### src/hdl/limit_recovery_pkg.sv
package limit_recovery_pkg;
	// Register offsets on the serial register port
	localparam logic [7:0] LIMIT_OFFSET = 8'h14;
	localparam logic [7:0] RECOVERY_OFFSET = 8'h15;
	localparam logic [7:0] TOTAL1_OFFSET = 8'h16;
	localparam logic [7:0] TOTAL2_OFFSET = 8'h1a;
	localparam logic [7:0] THRESH1_OFFSET = 8'h1e;
	localparam logic [7:0] THRESH2_OFFSET = 8'h20;
	localparam logic [7:0] RATION_CFG_OFFSET = 8'h22;
	// Field positions
	localparam int P1_LIMIT_LSB = 0;
	localparam int P2_LIMIT_LSB = 3;
	localparam int CYCLE_LSB = 4;
	localparam int RETRY_LSB = 2;
	localparam int RATION_EN_BIT = 0;
	localparam int RATION_CLR_BIT = 1;
	localparam int HIT1_BIT = 2;
	localparam int HIT2_BIT = 3;
	// Reset values
	localparam logic [7:0] LIMIT_RESET = 8'h00;
	localparam logic [7:0] RECOVERY_RESET = 8'h2a;
	localparam logic [15:0] THRESH_RESET = 16'hffff;
	// Timing
	localparam int CLK_MHZ = 100;
	localparam int MS_CYCLES = CLK_MHZ * 1000;
	localparam int SEC_MS = 1000;
	localparam int RETRY_BASE_MS = 10;
	localparam int RETRY_STEP_MS = 5;
	localparam int CYCLE_BASE_MS = 15;
	localparam int CYCLE_STEP_MS = 5;
	localparam int TOTAL_WIDTH = 26;
	localparam logic [2:0] TEST_LIMIT_CODE = 3'h0;
	typedef enum logic [1:0] {PWR_SLEEP, PWR_DETECT, PWR_ACTIVE, PWR_ERROR}
		power_t;
	typedef enum {REC_IDLE, REC_WAIT, REC_CHECK, REC_TEST} recovery_t;
endpackage

### src/hdl/port_limit_recovery_charge_regs.sv
`timescale 1ns/1ps
`default_nettype none
module port_limit_recovery_charge_regs #(
	parameter int MS_COUNT = limit_recovery_pkg::MS_CYCLES,
	parameter int SEC_COUNT = limit_recovery_pkg::SEC_MS,
	parameter int TOTAL_W = limit_recovery_pkg::TOTAL_WIDTH
) (
	// Clock and reset
	input wire logic clk,
	input wire logic sys_rst,
	// Register port
	input wire logic reg_wr,
	input wire logic reg_rd,
	input wire logic [7:0] reg_addr,
	input wire logic [7:0] reg_wdata,
	output logic [7:0] reg_rdata,
	// Device state and sensing
	input wire logic [2:0] limit_strap_pin,
	input wire limit_recovery_pkg::power_t power_state,
	input wire logic [1:0] port_fault,
	input wire logic overtemp,
	input wire logic back_drive,
	input wire logic [1:0] vbus_below_test,
	input wire logic [15:0] charge_incr_p1,
	input wire logic [15:0] charge_incr_p2,
	// Switch control
	output logic [2:0] port1_limit_sel,
	output logic [2:0] port2_limit_sel,
	output logic [1:0] switch_on,
	output logic [1:0] short_retry,
	output logic ration_hit_p1,
	output logic ration_hit_p2
);
	import limit_recovery_pkg::*;

	function automatic logic [2:0] cap_code(input logic [2:0] req,
		input logic [2:0] strap);
		cap_code = (req > strap) ? strap : req;
	endfunction
	function automatic logic [7:0] ms_to_cnt(input logic [2:0] code,
		input int base, input int step);
		ms_to_cnt = 8'(base + step * int'(code));
	endfunction
	function automatic logic at_limit(logic [TOTAL_W-1:0] t, logic [15:0] h);
		at_limit = t[TOTAL_W-1 -: 16] >= h; // One threshold step is 1024 counts
	endfunction

	logic [7:0] limit_reg, limit_next;
	logic [7:0] recovery_reg, recovery_next;
	logic [15:0] thresh1_reg, thresh1_next, thresh2_reg, thresh2_next;
	logic ration_en_reg, ration_en_next;
	logic hit1_reg, hit1_next, hit2_reg, hit2_next;
	logic [TOTAL_W-1:0] total1_reg, total1_next, total2_reg, total2_next;
	logic [31:0] ms_cnt_reg, ms_cnt_next;
	logic [15:0] sec_cnt_reg, sec_cnt_next;
	logic strap_loaded_reg, strap_loaded_next;
	logic [7:0] rdata_next;
	logic sec_tick, ms_tick;
	logic ration_clear;
	logic [TOTAL_W-1:0] sum1, sum2;

	// 26-bit totals and register file; no power state clears them
	always_comb begin
		limit_next = limit_reg;
		recovery_next = recovery_reg;
		thresh1_next = thresh1_reg;
		thresh2_next = thresh2_reg;
		ration_en_next = ration_en_reg;
		strap_loaded_next = 1'b1;
		ration_clear = 1'b0;
		sum1 = total1_reg + TOTAL_W'(charge_incr_p1);
		sum2 = total2_reg + TOTAL_W'(charge_incr_p2);
		if (!strap_loaded_reg) begin
			limit_next = {2'b00, limit_strap_pin, limit_strap_pin};
		end
		if (reg_wr) begin
			unique case (reg_addr)
				LIMIT_OFFSET: begin
					limit_next[P2_LIMIT_LSB +: 3] =
						cap_code(reg_wdata[5:3], limit_strap_pin);
					limit_next[P1_LIMIT_LSB +: 3] =
						cap_code(reg_wdata[2:0], limit_strap_pin);
				end
				RECOVERY_OFFSET: recovery_next = reg_wdata;
				THRESH1_OFFSET: thresh1_next[15:8] = reg_wdata;
				THRESH1_OFFSET + 8'h01: thresh1_next[7:0] = reg_wdata;
				THRESH2_OFFSET: thresh2_next[15:8] = reg_wdata;
				THRESH2_OFFSET + 8'h01: thresh2_next[7:0] = reg_wdata;
				RATION_CFG_OFFSET: begin
					ration_en_next = reg_wdata[RATION_EN_BIT];
					ration_clear = reg_wdata[RATION_CLR_BIT] || !reg_wdata[RATION_EN_BIT];
				end
				default: ;
			endcase
		end
		total1_next = total1_reg;
		total2_next = total2_reg;
		hit1_next = hit1_reg;
		hit2_next = hit2_reg;
		if (sec_tick && power_state == PWR_ACTIVE && ration_en_reg) begin
			total1_next = sum1;
			total2_next = sum2;
			if (at_limit(sum1, thresh1_reg)) begin
				hit1_next = 1'b1;
			end
			if (at_limit(sum2, thresh2_reg)) begin
				hit2_next = 1'b1;
			end
		end
		if (ration_clear) begin
			total1_next = '0;
			total2_next = '0;
			hit1_next = 1'b0;
			hit2_next = 1'b0;
		end
	end

	// Register update; nothing keyed to Sleep
	always_ff @(posedge clk) begin
		if (sys_rst) begin
			limit_reg <= LIMIT_RESET;
			recovery_reg <= RECOVERY_RESET;
			thresh1_reg <= THRESH_RESET;
			thresh2_reg <= THRESH_RESET;
			ration_en_reg <= 1'b0;
			hit1_reg <= 1'b0;
			hit2_reg <= 1'b0;
			total1_reg <= '0;
			total2_reg <= '0;
			strap_loaded_reg <= 1'b0;
		end else begin
			limit_reg <= limit_next;
			recovery_reg <= recovery_next;
			thresh1_reg <= thresh1_next;
			thresh2_reg <= thresh2_next;
			ration_en_reg <= ration_en_next;
			hit1_reg <= hit1_next;
			hit2_reg <= hit2_next;
			total1_reg <= total1_next;
			total2_reg <= total2_next;
			strap_loaded_reg <= strap_loaded_next;
		end
	end
	// Millisecond and second enables from one divider
	always_comb begin
		ms_cnt_next = ms_cnt_reg + 32'h1;
		sec_cnt_next = sec_cnt_reg;
		sec_tick = 1'b0;
		ms_tick = (ms_cnt_reg == 32'(MS_COUNT - 1));
		if (ms_tick) begin
			ms_cnt_next = '0;
			sec_cnt_next = sec_cnt_reg + 16'h1;
			if (sec_cnt_reg == 16'(SEC_COUNT - 1)) begin
				sec_cnt_next = '0;
				sec_tick = 1'b1;
			end
		end
	end
	always_ff @(posedge clk) begin
		if (sys_rst) begin
			ms_cnt_reg <= '0;
			sec_cnt_reg <= '0;
		end else begin
			ms_cnt_reg <= ms_cnt_next;
			sec_cnt_reg <= sec_cnt_next;
		end
	end

	// Per-port recovery sequencer
	recovery_t rec_reg [2], rec_next [2];
	logic [7:0] rec_cnt_reg [2], rec_cnt_next [2];
	logic [1:0] sw_next, retry_next;
	logic [2:0] lim_next [2];
	always_comb begin
		for (int p = 0; p < 2; p++) begin
			rec_next[p] = rec_reg[p];
			rec_cnt_next[p] = rec_cnt_reg[p];
			sw_next[p] = 1'b1;
			retry_next[p] = 1'b0;
			lim_next[p] = (p == 0) ? limit_reg[2:0] : limit_reg[5:3];
			if (ms_tick && rec_cnt_reg[p] != 8'h0) begin
				rec_cnt_next[p] = rec_cnt_reg[p] - 8'h1;
			end
			unique case (rec_reg[p])
				REC_IDLE: begin
					if (port_fault[p]) begin
						rec_next[p] = REC_WAIT;
						rec_cnt_next[p] = ms_to_cnt(
							recovery_reg[CYCLE_LSB +: 3],
							CYCLE_BASE_MS, CYCLE_STEP_MS);
						sw_next[p] = 1'b0;
					end
				end
				REC_WAIT: begin
					sw_next[p] = 1'b0;
					if (rec_cnt_reg[p] == 8'h0) begin
						rec_next[p] = REC_CHECK;
					end
				end
				REC_CHECK: begin
					sw_next[p] = 1'b0;
					if (!overtemp && !back_drive) begin
						rec_next[p] = REC_TEST;
						lim_next[p] = TEST_LIMIT_CODE;
						rec_cnt_next[p] = ms_to_cnt(
							{1'b0, recovery_reg[RETRY_LSB +: 2]},
							RETRY_BASE_MS, RETRY_STEP_MS);
						sw_next[p] = 1'b1;
					end
				end
				REC_TEST: begin
					lim_next[p] = TEST_LIMIT_CODE;
					if (rec_cnt_reg[p] == 8'h0) begin
						if (vbus_below_test[p]) begin
							rec_next[p] = REC_WAIT;
							rec_cnt_next[p] = ms_to_cnt(
								recovery_reg[CYCLE_LSB +: 3],
								CYCLE_BASE_MS, CYCLE_STEP_MS);
							sw_next[p] = 1'b0;
							retry_next[p] = 1'b1;
						end else begin
							rec_next[p] = REC_IDLE;
						end
					end
				end
			endcase
		end
	end

	// Register read data; top limit bits read zero
	always_comb begin
		unique case (reg_addr)
			LIMIT_OFFSET: rdata_next = {2'b00, limit_reg[5:0]};
			RECOVERY_OFFSET: rdata_next = recovery_reg;
			TOTAL1_OFFSET: rdata_next = total1_reg[25:18];
			TOTAL1_OFFSET + 8'h01: rdata_next = total1_reg[17:10];
			TOTAL1_OFFSET + 8'h02: rdata_next = total1_reg[9:2];
			TOTAL1_OFFSET + 8'h03: rdata_next = {total1_reg[1:0], 6'h00};
			TOTAL2_OFFSET: rdata_next = total2_reg[25:18];
			TOTAL2_OFFSET + 8'h01: rdata_next = total2_reg[17:10];
			TOTAL2_OFFSET + 8'h02: rdata_next = total2_reg[9:2];
			TOTAL2_OFFSET + 8'h03: rdata_next = {total2_reg[1:0], 6'h00};
			THRESH1_OFFSET: rdata_next = thresh1_reg[15:8];
			THRESH1_OFFSET + 8'h01: rdata_next = thresh1_reg[7:0];
			THRESH2_OFFSET: rdata_next = thresh2_reg[15:8];
			THRESH2_OFFSET + 8'h01: rdata_next = thresh2_reg[7:0];
			RATION_CFG_OFFSET: rdata_next = {4'h0, hit2_reg, hit1_reg,
				1'b0, ration_en_reg};
			default: rdata_next = 8'h00;
		endcase
	end

	// Outputs registered; limit codes drive the switches
	always_ff @(posedge clk) begin
		if (sys_rst) begin
			rec_reg[0] <= REC_IDLE;
			rec_reg[1] <= REC_IDLE;
			rec_cnt_reg[0] <= 8'h0;
			rec_cnt_reg[1] <= 8'h0;
			reg_rdata <= 8'h00;
			port1_limit_sel <= 3'h0;
			port2_limit_sel <= 3'h0;
			switch_on <= 2'b00;
			short_retry <= 2'b00;
			ration_hit_p1 <= 1'b0;
			ration_hit_p2 <= 1'b0;
		end else begin
			rec_reg[0] <= rec_next[0];
			rec_reg[1] <= rec_next[1];
			rec_cnt_reg[0] <= rec_cnt_next[0];
			rec_cnt_reg[1] <= rec_cnt_next[1];
			reg_rdata <= reg_rd ? rdata_next : reg_rdata;
			port1_limit_sel <= lim_next[0];
			port2_limit_sel <= lim_next[1];
			switch_on <= sw_next;
			short_retry <= retry_next;
			ration_hit_p1 <= hit1_next;
			ration_hit_p2 <= hit2_next;
		end
	end
	// Checks
	limit_capped_a: assert property (@(posedge clk) disable iff (sys_rst)
		strap_loaded_reg |-> limit_reg[2:0] <= limit_strap_pin)
		else $error("port1 limit above strap");
	upper_zero_a: assert property (@(posedge clk) disable iff (sys_rst)
		reg_rd && reg_addr == LIMIT_OFFSET |=> reg_rdata[7:6] == 2'b00)
		else $error("limit upper bits not zero");
	hold_idle_a: assert property (@(posedge clk) disable iff (sys_rst)
		power_state != PWR_ACTIVE && !(reg_wr && reg_addr == RATION_CFG_OFFSET)
		|=> $stable(total1_reg))
		else $error("total moved outside Active");
	test_gate_a: assert property (@(posedge clk) disable iff (sys_rst)
		rec_reg[0] == REC_CHECK && (overtemp || back_drive)
		|=> rec_reg[0] == REC_CHECK)
		else $error("test began during fault check");
	test_start_a: assert property (@(posedge clk) disable iff (sys_rst)
		rec_reg[0] == REC_CHECK && rec_next[0] == REC_TEST
		|=> switch_on[0] && port1_limit_sel == TEST_LIMIT_CODE)
		else $error("switch and test current not together");
	short_retry_a: assert property (@(posedge clk) disable iff (sys_rst)
		rec_reg[0] == REC_TEST && rec_cnt_reg[0] == 8'h0 && vbus_below_test[0]
		|=> rec_reg[0] == REC_WAIT && short_retry[0])
		else $error("short not retried");
	clear_only_a: assert property (@(posedge clk) disable iff (sys_rst)
		ration_clear |=> total1_reg == '0 && total2_reg == '0)
		else $error("ration clear missed");
	hit_set_a: assert property (@(posedge clk) disable iff (sys_rst)
		sec_tick && power_state == PWR_ACTIVE && ration_en_reg
		&& !(reg_wr && reg_addr == RATION_CFG_OFFSET)
		&& at_limit(sum1, thresh1_reg) |=> hit1_reg)
		else $error("ration hit not set");
endmodule
`default_nettype wire

### config.mk
export PLATFORM = sky130hd
export DESIGN_NAME = port_limit_recovery_charge_regs
export DESIGN_NICKNAME = d
export VERILOG_FILES = /design/src/hdl/limit_recovery_pkg.sv /design/src/hdl/port_limit_recovery_charge_regs.sv
export SDC_FILE = /design/constraint.sdc
export NUM_CORES = 1
export LEC_CHECK = 0
export BUFFER_PORTS_ARGS = -buffer_cell sky130_fd_sc_hd__buf_2
export CAP_MARGIN = 20
export CELL_PAD_IN_SITES_DETAIL_PLACEMENT = 0
export CELL_PAD_IN_SITES_GLOBAL_PLACEMENT = 1
export CORE_ASPECT_RATIO = 1.75
export CORE_MARGIN = 2
export CORE_UTILIZATION = 46
export DETAILED_ROUTE_END_ITERATION = 6
export PLACE_DENSITY_LB_ADDON = 0.15
export SYNTH_ARGS = -nofsm -noshare
export SYNTH_HDL_FRONTEND = slang
export SYNTH_SLANG_ARGS = --single-unit
### constraint.sdc
create_clock -name clk -period 6 [get_ports clk]
set_clock_uncertainty 0.1 [all_clocks]
set_input_delay 1.2 -clock clk [delete_from_list [all_inputs] [get_ports clk]]
set_output_delay 1.2 -clock clk [all_outputs]
set_load 0.005 [all_outputs]
# Word level (Yosys, flattened, before mapping)
# Memory sizes are Yosys's and may differ from the RTL's.
# Cells that the tools add are included.
[classes]
add_sub_neg = 8
mul = 2
order_cmp = 4
n_eq_ne = 24
n_mux = 57
bitwise_logic = 8
n_reduce_logical = 27
[op_table]
columns = ["operator", "n"]
rows = [
  ["32-bit 2-to-1 mux", 10],
  ["32-bit case mux with 4 select lines", 2],
  ["32-bit by 2-bit equality test with 1-bit output, second input constant", 4],
  ["8-bit case mux with 15 select lines", 1],
  ["8-bit by 5-bit equality test with 1-bit output, second input constant", 12],
  ["8-bit 2-to-1 mux", 12],
  ["32-bit by 1-bit equality test with 1-bit output, second input constant", 2],
  ["32-bit zero test", 2],
  ["26-bit by 16-bit adder with 26-bit output", 2],
  ["8-bit case mux with 3 select lines", 2],
  ["32-bit by 1-bit adder with 32-bit output, second input constant", 1],
  ["32-bit by 17-bit equality test with 1-bit output, second input constant", 1],
  ["16-bit >= comparator", 2],
  ["8-bit by 6-bit equality test with 1-bit output, second input constant", 3],
  ["1-bit 2-to-1 mux", 18],
  ["6-bit 2-to-1 mux", 3],
  ["16-bit by 1-bit adder with 16-bit output, second input constant", 1],
  ["16-bit by 10-bit equality test with 1-bit output, second input constant", 1],
  ["8-bit zero test", 2],
  ["16-bit 2-to-1 mux", 1],
  ["2-bit AND reduction", 8],
  ["8-bit nonzero test", 2],
  ["8-bit by 1-bit subtractor with 8-bit output, second input constant", 2],
  ["3-bit 2-to-1 mux", 4],
  ["15 further kinds", 32],
]
[word_totals]
register_bits = 168
mem_bits_rw = 80
inputBits = 63
out_inout_bits = 20
elab_cells = 152
mem_count = 2
[memory_table]
columns = ["name", "words", "word_bits", "rd", "rd_clocked_by_memory_dff", "wr", "line_no", "source"]
rows = [
  ["rec_reg", 2, 32, 2, 0, 2, "port_limit_recovery_charge_regs.sv:170", "recovery_t rec_reg [2], rec_next [2];"],
  ["rec_cnt_reg", 2, 8, 2, 0, 2, "port_limit_recovery_charge_regs.sv:171", "logic [7:0] rec_cnt_reg [2], rec_cnt_next [2];"],
]

# Logic depth before layout (Yosys ltp)
# An unclocked memory read counts as a cell.
[depth]
ltp_word = 8
ltp_mapped = 17
ltp_nobuf = 17

# Worst setup path after synthesis
# OpenSTA, ideal clock, no wires.
[synth_timing]
path_type = "input to register"
from = "input port charge_incr_p2[0]"
to = "register ration_hit_p2"
setup_ns = 0.124
arrival_time_ns = 3.982
required_time_ns = 5.776
path_slack_ns = 1.794
cell_stages = 16
n_path_buf = 1
cell_sequence = "ha_1 inv_1 fa_1 nand2b_1 a211oi_1 o21ai_0 a21boi_0 o22ai_1 clkbuf_1 nor2_1 xor2_1 ha_1 a21oi_1 o221ai_1 nor4_1 a21oi_1"
[synth_between]
elab_chain_cells = 3
[synth_lines]
columns = ["item", "line_no", "source"]
rows = [
  ["start: declaration", "port_limit_recovery_charge_regs.sv:25", "input wire logic [15:0] charge_incr_p2,"],
  ["26-bit by 16-bit adder with 26-bit output", "port_limit_recovery_charge_regs.sv:72", "sum2 = total2_reg + TOTAL_W'(charge_incr_p2);"],
  ["via sum2[24]", "port_limit_recovery_charge_regs.sv:60", "logic [TOTAL_W-1:0] sum1, sum2;"],
  ["16-bit >= comparator", "port_limit_recovery_charge_regs.sv:45", "at_limit = t[TOTAL_W-1 -: 16] >= h;"],
  ["2-bit AND reduction (no line)", "-", ""],
  ["end signal: assignment", "port_limit_recovery_charge_regs.sv:278", "ration_hit_p2 <= hit2_next;"],
  ["end: declaration", "port_limit_recovery_charge_regs.sv:32", "output logic ration_hit_p2"],
]
# The timed path passes the listed nets, and every way through them passes these cells.
# A chain may end at the register's enable or synchronous reset.

# Worst setup path in the final report
# Ends and elaborated chain as after synthesis.

==> PnR_summary.wiki <==
{| class="wikitable"
! Metric !! Value
|-
| H-tree depth || 4
|-
| Grt ovf || 0
|-
| Class of the most critical hold timing path || reg -> reg
|-
| Share of the yosys chip area belonging to registers || a little under a third
|-
| Maximum ir drop on the vdd rail || 0.000206 V
|-
| Num rows || 77
|-
| Number of pins exceeding their max-slew limit in the final report || 0
|-
| Final critical delay including setup and external delays || around 4600 ps
|-
| Top-count cell post-synth || sky130_fd_sc_hd__dfxtp_1
|-
| Final design area excluding fillers || 13100 um2
|-
| Final total negative setup slack || 0 ps
|-
| Sinks on the clock net || 188
|-
| TritonCTS clock tree || built
|-
| Number of buffers added on ports || just over 80
|-
| Antenna violations before repair || 1
|-
| Run status || finished, final reports clean
|-
| Wire length of the first global-routing pass || 56400 um
|-
| Distinct cells, synth || 72
|-
| Area of the die || 27000 um2
|-
| Internal power contribution || 0.00204 W
|-
| Most used flip-flop cell after synthesis || sky130_fd_sc_hd__dfxtp_1
|-
| Hold buffer count at cts || 0
|-
| Critical Path Fanout Max || 9
|-
| Cell Area, Placed || 12500 um2
|-
| Count of antenna-violating nets left after detailed routing || 0
|-
| Synth async-reset ratio || 0%
|-
| Leak Pwr || 5.56 nW
|-
| Post-DR vias/cell || slightly below 6
|-
| Via count || about 11000
|-
| Placer's final routability congestion estimate || 0.931
|-
| Synth Register Bits || about 190
|-
| Start-to-end type of the worst setup path || in -> reg
|-
| Flip-flop count of the largest register, all copies and words added || 32
|-
| Root buffer cell || sky130_fd_sc_hd__clkbuf_16
|-
| Category of the worst setup path launch point || input pin
|-
| Placeable Area || around 25000 um2
|-
| PostCTS Resize Cnt || 0
|-
| Maximum number of pins on one net before global-route repair || 48
|-
| Worst-case headroom to the max-slew limit || between 30% and 40%
|-
| Overall power consumption || 0.00293 W
|-
| Die W || roughly 130 um
|-
| Seq pwr share || between 40% and 50%
|-
| Max capacitance violation total || 0
|-
| Instance count of the mapped netlist || 1466
|-
| Routed wire length per instance || 19.2 um
|-
| Total clock buffers created by CTS || 17
|-
| Data arrival time of the worst path || about 4900 ps
|-
| Layout area overhead || 10.8%
|-
| Number of nets in the layout || 1675
|-
| DRC violation count after routing || 0
|-
| Bufs on Longest Clock Path || 2
|-
| Most used standard cells in the synthesized netlist || 188 x sky130_fd_sc_hd__dfxtp_1, 160 x sky130_fd_sc_hd__nand2_1, 144 x sky130_fd_sc_hd__nor2_1, 98 x sky130_fd_sc_hd__a21oi_1, 91 x sky130_fd_sc_hd__ha_1
|-
| Syn Std Cell Area || 11800 um2
|-
| Number of primary I/O pins || 83
|-
| Setup violators final || 0
|-
| Routed Wire Length || roughly 35000 um
|-
| Initial Utilization || 46.8%
|-
| Share of the synthesized area in the top cell type || 31.8%
|-
| Number of flops mapped to enable cells by yosys || 0
|-
| 1st-pass router iterations || 7
|-
| Cell type contributing the most total cell area after synthesis || sky130_fd_sc_hd__dfxtp_1
|-
| Worst hold margin || approximately 380 ps
|-
| Max Freq || between 200 and 250 MHz
|-
| Switch Pwr || about 0.00090 W
|-
| Synth area leaders || sky130_fd_sc_hd__dfxtp_1 32%, sky130_fd_sc_hd__ha_1 9.6%, sky130_fd_sc_hd__nand2_1 5.1%, sky130_fd_sc_hd__nor2_1 4.6%, sky130_fd_sc_hd__a21oi_1 4.2%
|-
| Mean instance size in the synthesized netlist || between 8 and 9 um2
|-
| Combinational power share || 17.5%
|-
| Transition time at the pin with the least slew margin || 986 ps
|-
| Switching portion of total power || 30.6%
|-
| Areal power density over the cells || 224 nW/um2
|-
| Clock Latency Late Sink || between 400 and 500 ps
|-
| Die Y || between 200 and 250 um
|-
| Data required, critical path || roughly 6300 ps
|-
| Fraction of final layout cells sized beyond drive strength 1 || 10.0%
|-
| Setup repair after global routing missed its margin || no
|-
| DR iter-0 viols || 629
|-
| Yosys warning total || 0
|-
| Number of global-route vias before repair || 10700
|-
| Post-CTS setup-driven buffer insertion count || 0
|-
| Endpoint type of the worst setup path || flop
|-
| Global router's overall resource usage || 26.4%
|-
| Final hold violation count || 0
|-
| Syn_nets || approximately 1600
|-
| Portion of total power attributed to the clock network || 37.4%
|-
| Share of the clock period used by the worst path after layout || about 77%
|-
| Clock transition at path regs || around 70 ps
|-
| Detailed placer's ending HPWL || 27300 um
|}
==> cell usage in the layout (no fill, tap or decap), types with 11 or more instances in the layout <==
cell type                   synthesis  layout
sky130_fd_sc_hd__nand2b_1          21      21
sky130_fd_sc_hd__ha_1              91      91
sky130_fd_sc_hd__nand2_1          160     160
sky130_fd_sc_hd__nor2b_1           12      12
sky130_fd_sc_hd__nor2_1           144     144
sky130_fd_sc_hd__nand3_1           65      65
sky130_fd_sc_hd__a22oi_1           11      11
sky130_fd_sc_hd__nand4_1           18      18
sky130_fd_sc_hd__buf_4              0      13
sky130_fd_sc_hd__and4_1            11      11
sky130_fd_sc_hd__inv_1             77      77
sky130_fd_sc_hd__and2_1            18      18
sky130_fd_sc_hd__o21ai_0           47      47
sky130_fd_sc_hd__a22o_1            11      11
sky130_fd_sc_hd__clkbuf_16          0      17
sky130_fd_sc_hd__buf_2              4      82
sky130_fd_sc_hd__xor2_1            52      52
sky130_fd_sc_hd__o221ai_1          12      12
sky130_fd_sc_hd__a21o_1            22      22
sky130_fd_sc_hd__or3_1             16      16
sky130_fd_sc_hd__xnor2_1           43      43
sky130_fd_sc_hd__o211ai_1          38      38
sky130_fd_sc_hd__o31ai_1           12      12
sky130_fd_sc_hd__a211oi_1          18      18
sky130_fd_sc_hd__a21oi_1           98      98
sky130_fd_sc_hd__nor4_1            18      18
sky130_fd_sc_hd__nor3_1            30      29
sky130_fd_sc_hd__mux2i_1           23      23
sky130_fd_sc_hd__and3_1            17      17
sky130_fd_sc_hd__dfxtp_1          188     188
sky130_fd_sc_hd__o22ai_1           14      14
sky130_fd_sc_hd__or4_1             13      13
==> worst paths after layout <==
path | to | depth (start not counted) | from | slack (ps)
max | ration_hit_p2 | 17 | charge_incr_p2[0] | 1360
min | ms_cnt_reg[0] | 1 | ms_cnt_reg[0] | 380
max reg2reg | ration_hit_p2 | 16 | total2_reg[0] | 1720
min reg2reg | ms_cnt_reg[0] | 1 | ms_cnt_reg[0] | 380
==> metrics by stage <==
stage                     worst slack [ps]  cells  utilization (%)
final                                 1360   1847             51.9
after detailed placement               985   1811             49.5
after global routing                  1090   1846             51.8
after CTS                             1450   1843             51.7
after floorplan                       1790   1466                -
after global placement                1010   1811             49.5
==> layer usage <==
layer  routed length [um]  vias up  track usage, %
li1                     -     5383               -
met1                13900     5146            28.2
met2                18700      244            49.7
met3                 1240       70            3.94
met4                 1610        0            13.3
met5                    0        -               0
==> logic make-up after synthesis <==
kind of cell | count (synthesis) | share of synthesized area, %
AOI/OAI and AO/OA | 346 | 19.5
xor gates and xnor gates | 95 | 7.04
adders and majority gates | 95 | 10.3
buffers and inverters | 144 | 4.63
DFF | 188 | 31.8
muxes | 35 | 3.47
and+or+nand+nor | 563 | 23.2
==> power groups by stage <==
stage / logic (W) / registers [W] / clock network, W
2_1_floorplan: 0.000356 / 0.00135 / 0
3_3_place_gp: 0.000505 / 0.00135 / 0
3_5_place_dp: 0.000509 / 0.00135 / 0
4_1_cts: 0.000512 / 0.00132 / 0.00112
5_1_grt: 0.000572 / 0.00133 / 0.00116
6_report: 0.000514 / 0.00132 / 0.00110
==> final cells by class <==
class                           count  area, um2
Fill cell                        2536      12200
Multi-Input combinational cell   1134       7530
Sequential cell                   188       3760
Timing Repair Buffer               98        554
Clock buffer                       17        425
Tap cell                          316        395
Inverter                           78        293
Clock inverter                     15        126
Antenna cell                        1       2.50
==> critical path, cell delays in order <==
cell and delay [ps]:
sky130_fd_sc_hd__buf_2 80, sky130_fd_sc_hd__ha_1 180, sky130_fd_sc_hd__inv_1 60, sky130_fd_sc_hd__fa_1 370, sky130_fd_sc_hd__nand2b_1 190, sky130_fd_sc_hd__a211oi_1 370, sky130_fd_sc_hd__o21ai_0 290, sky130_fd_sc_hd__a21boi_0 410
sky130_fd_sc_hd__o22ai_1 290, sky130_fd_sc_hd__buf_4 250, sky130_fd_sc_hd__nor2_1 130, sky130_fd_sc_hd__xor2_1 160, sky130_fd_sc_hd__ha_1 260, sky130_fd_sc_hd__a21oi_1 160, sky130_fd_sc_hd__o221ai_1 160, sky130_fd_sc_hd__nor4_1 220
sky130_fd_sc_hd__a21oi_1 100
Note: power is estimated with default switching activity, not from simulation.
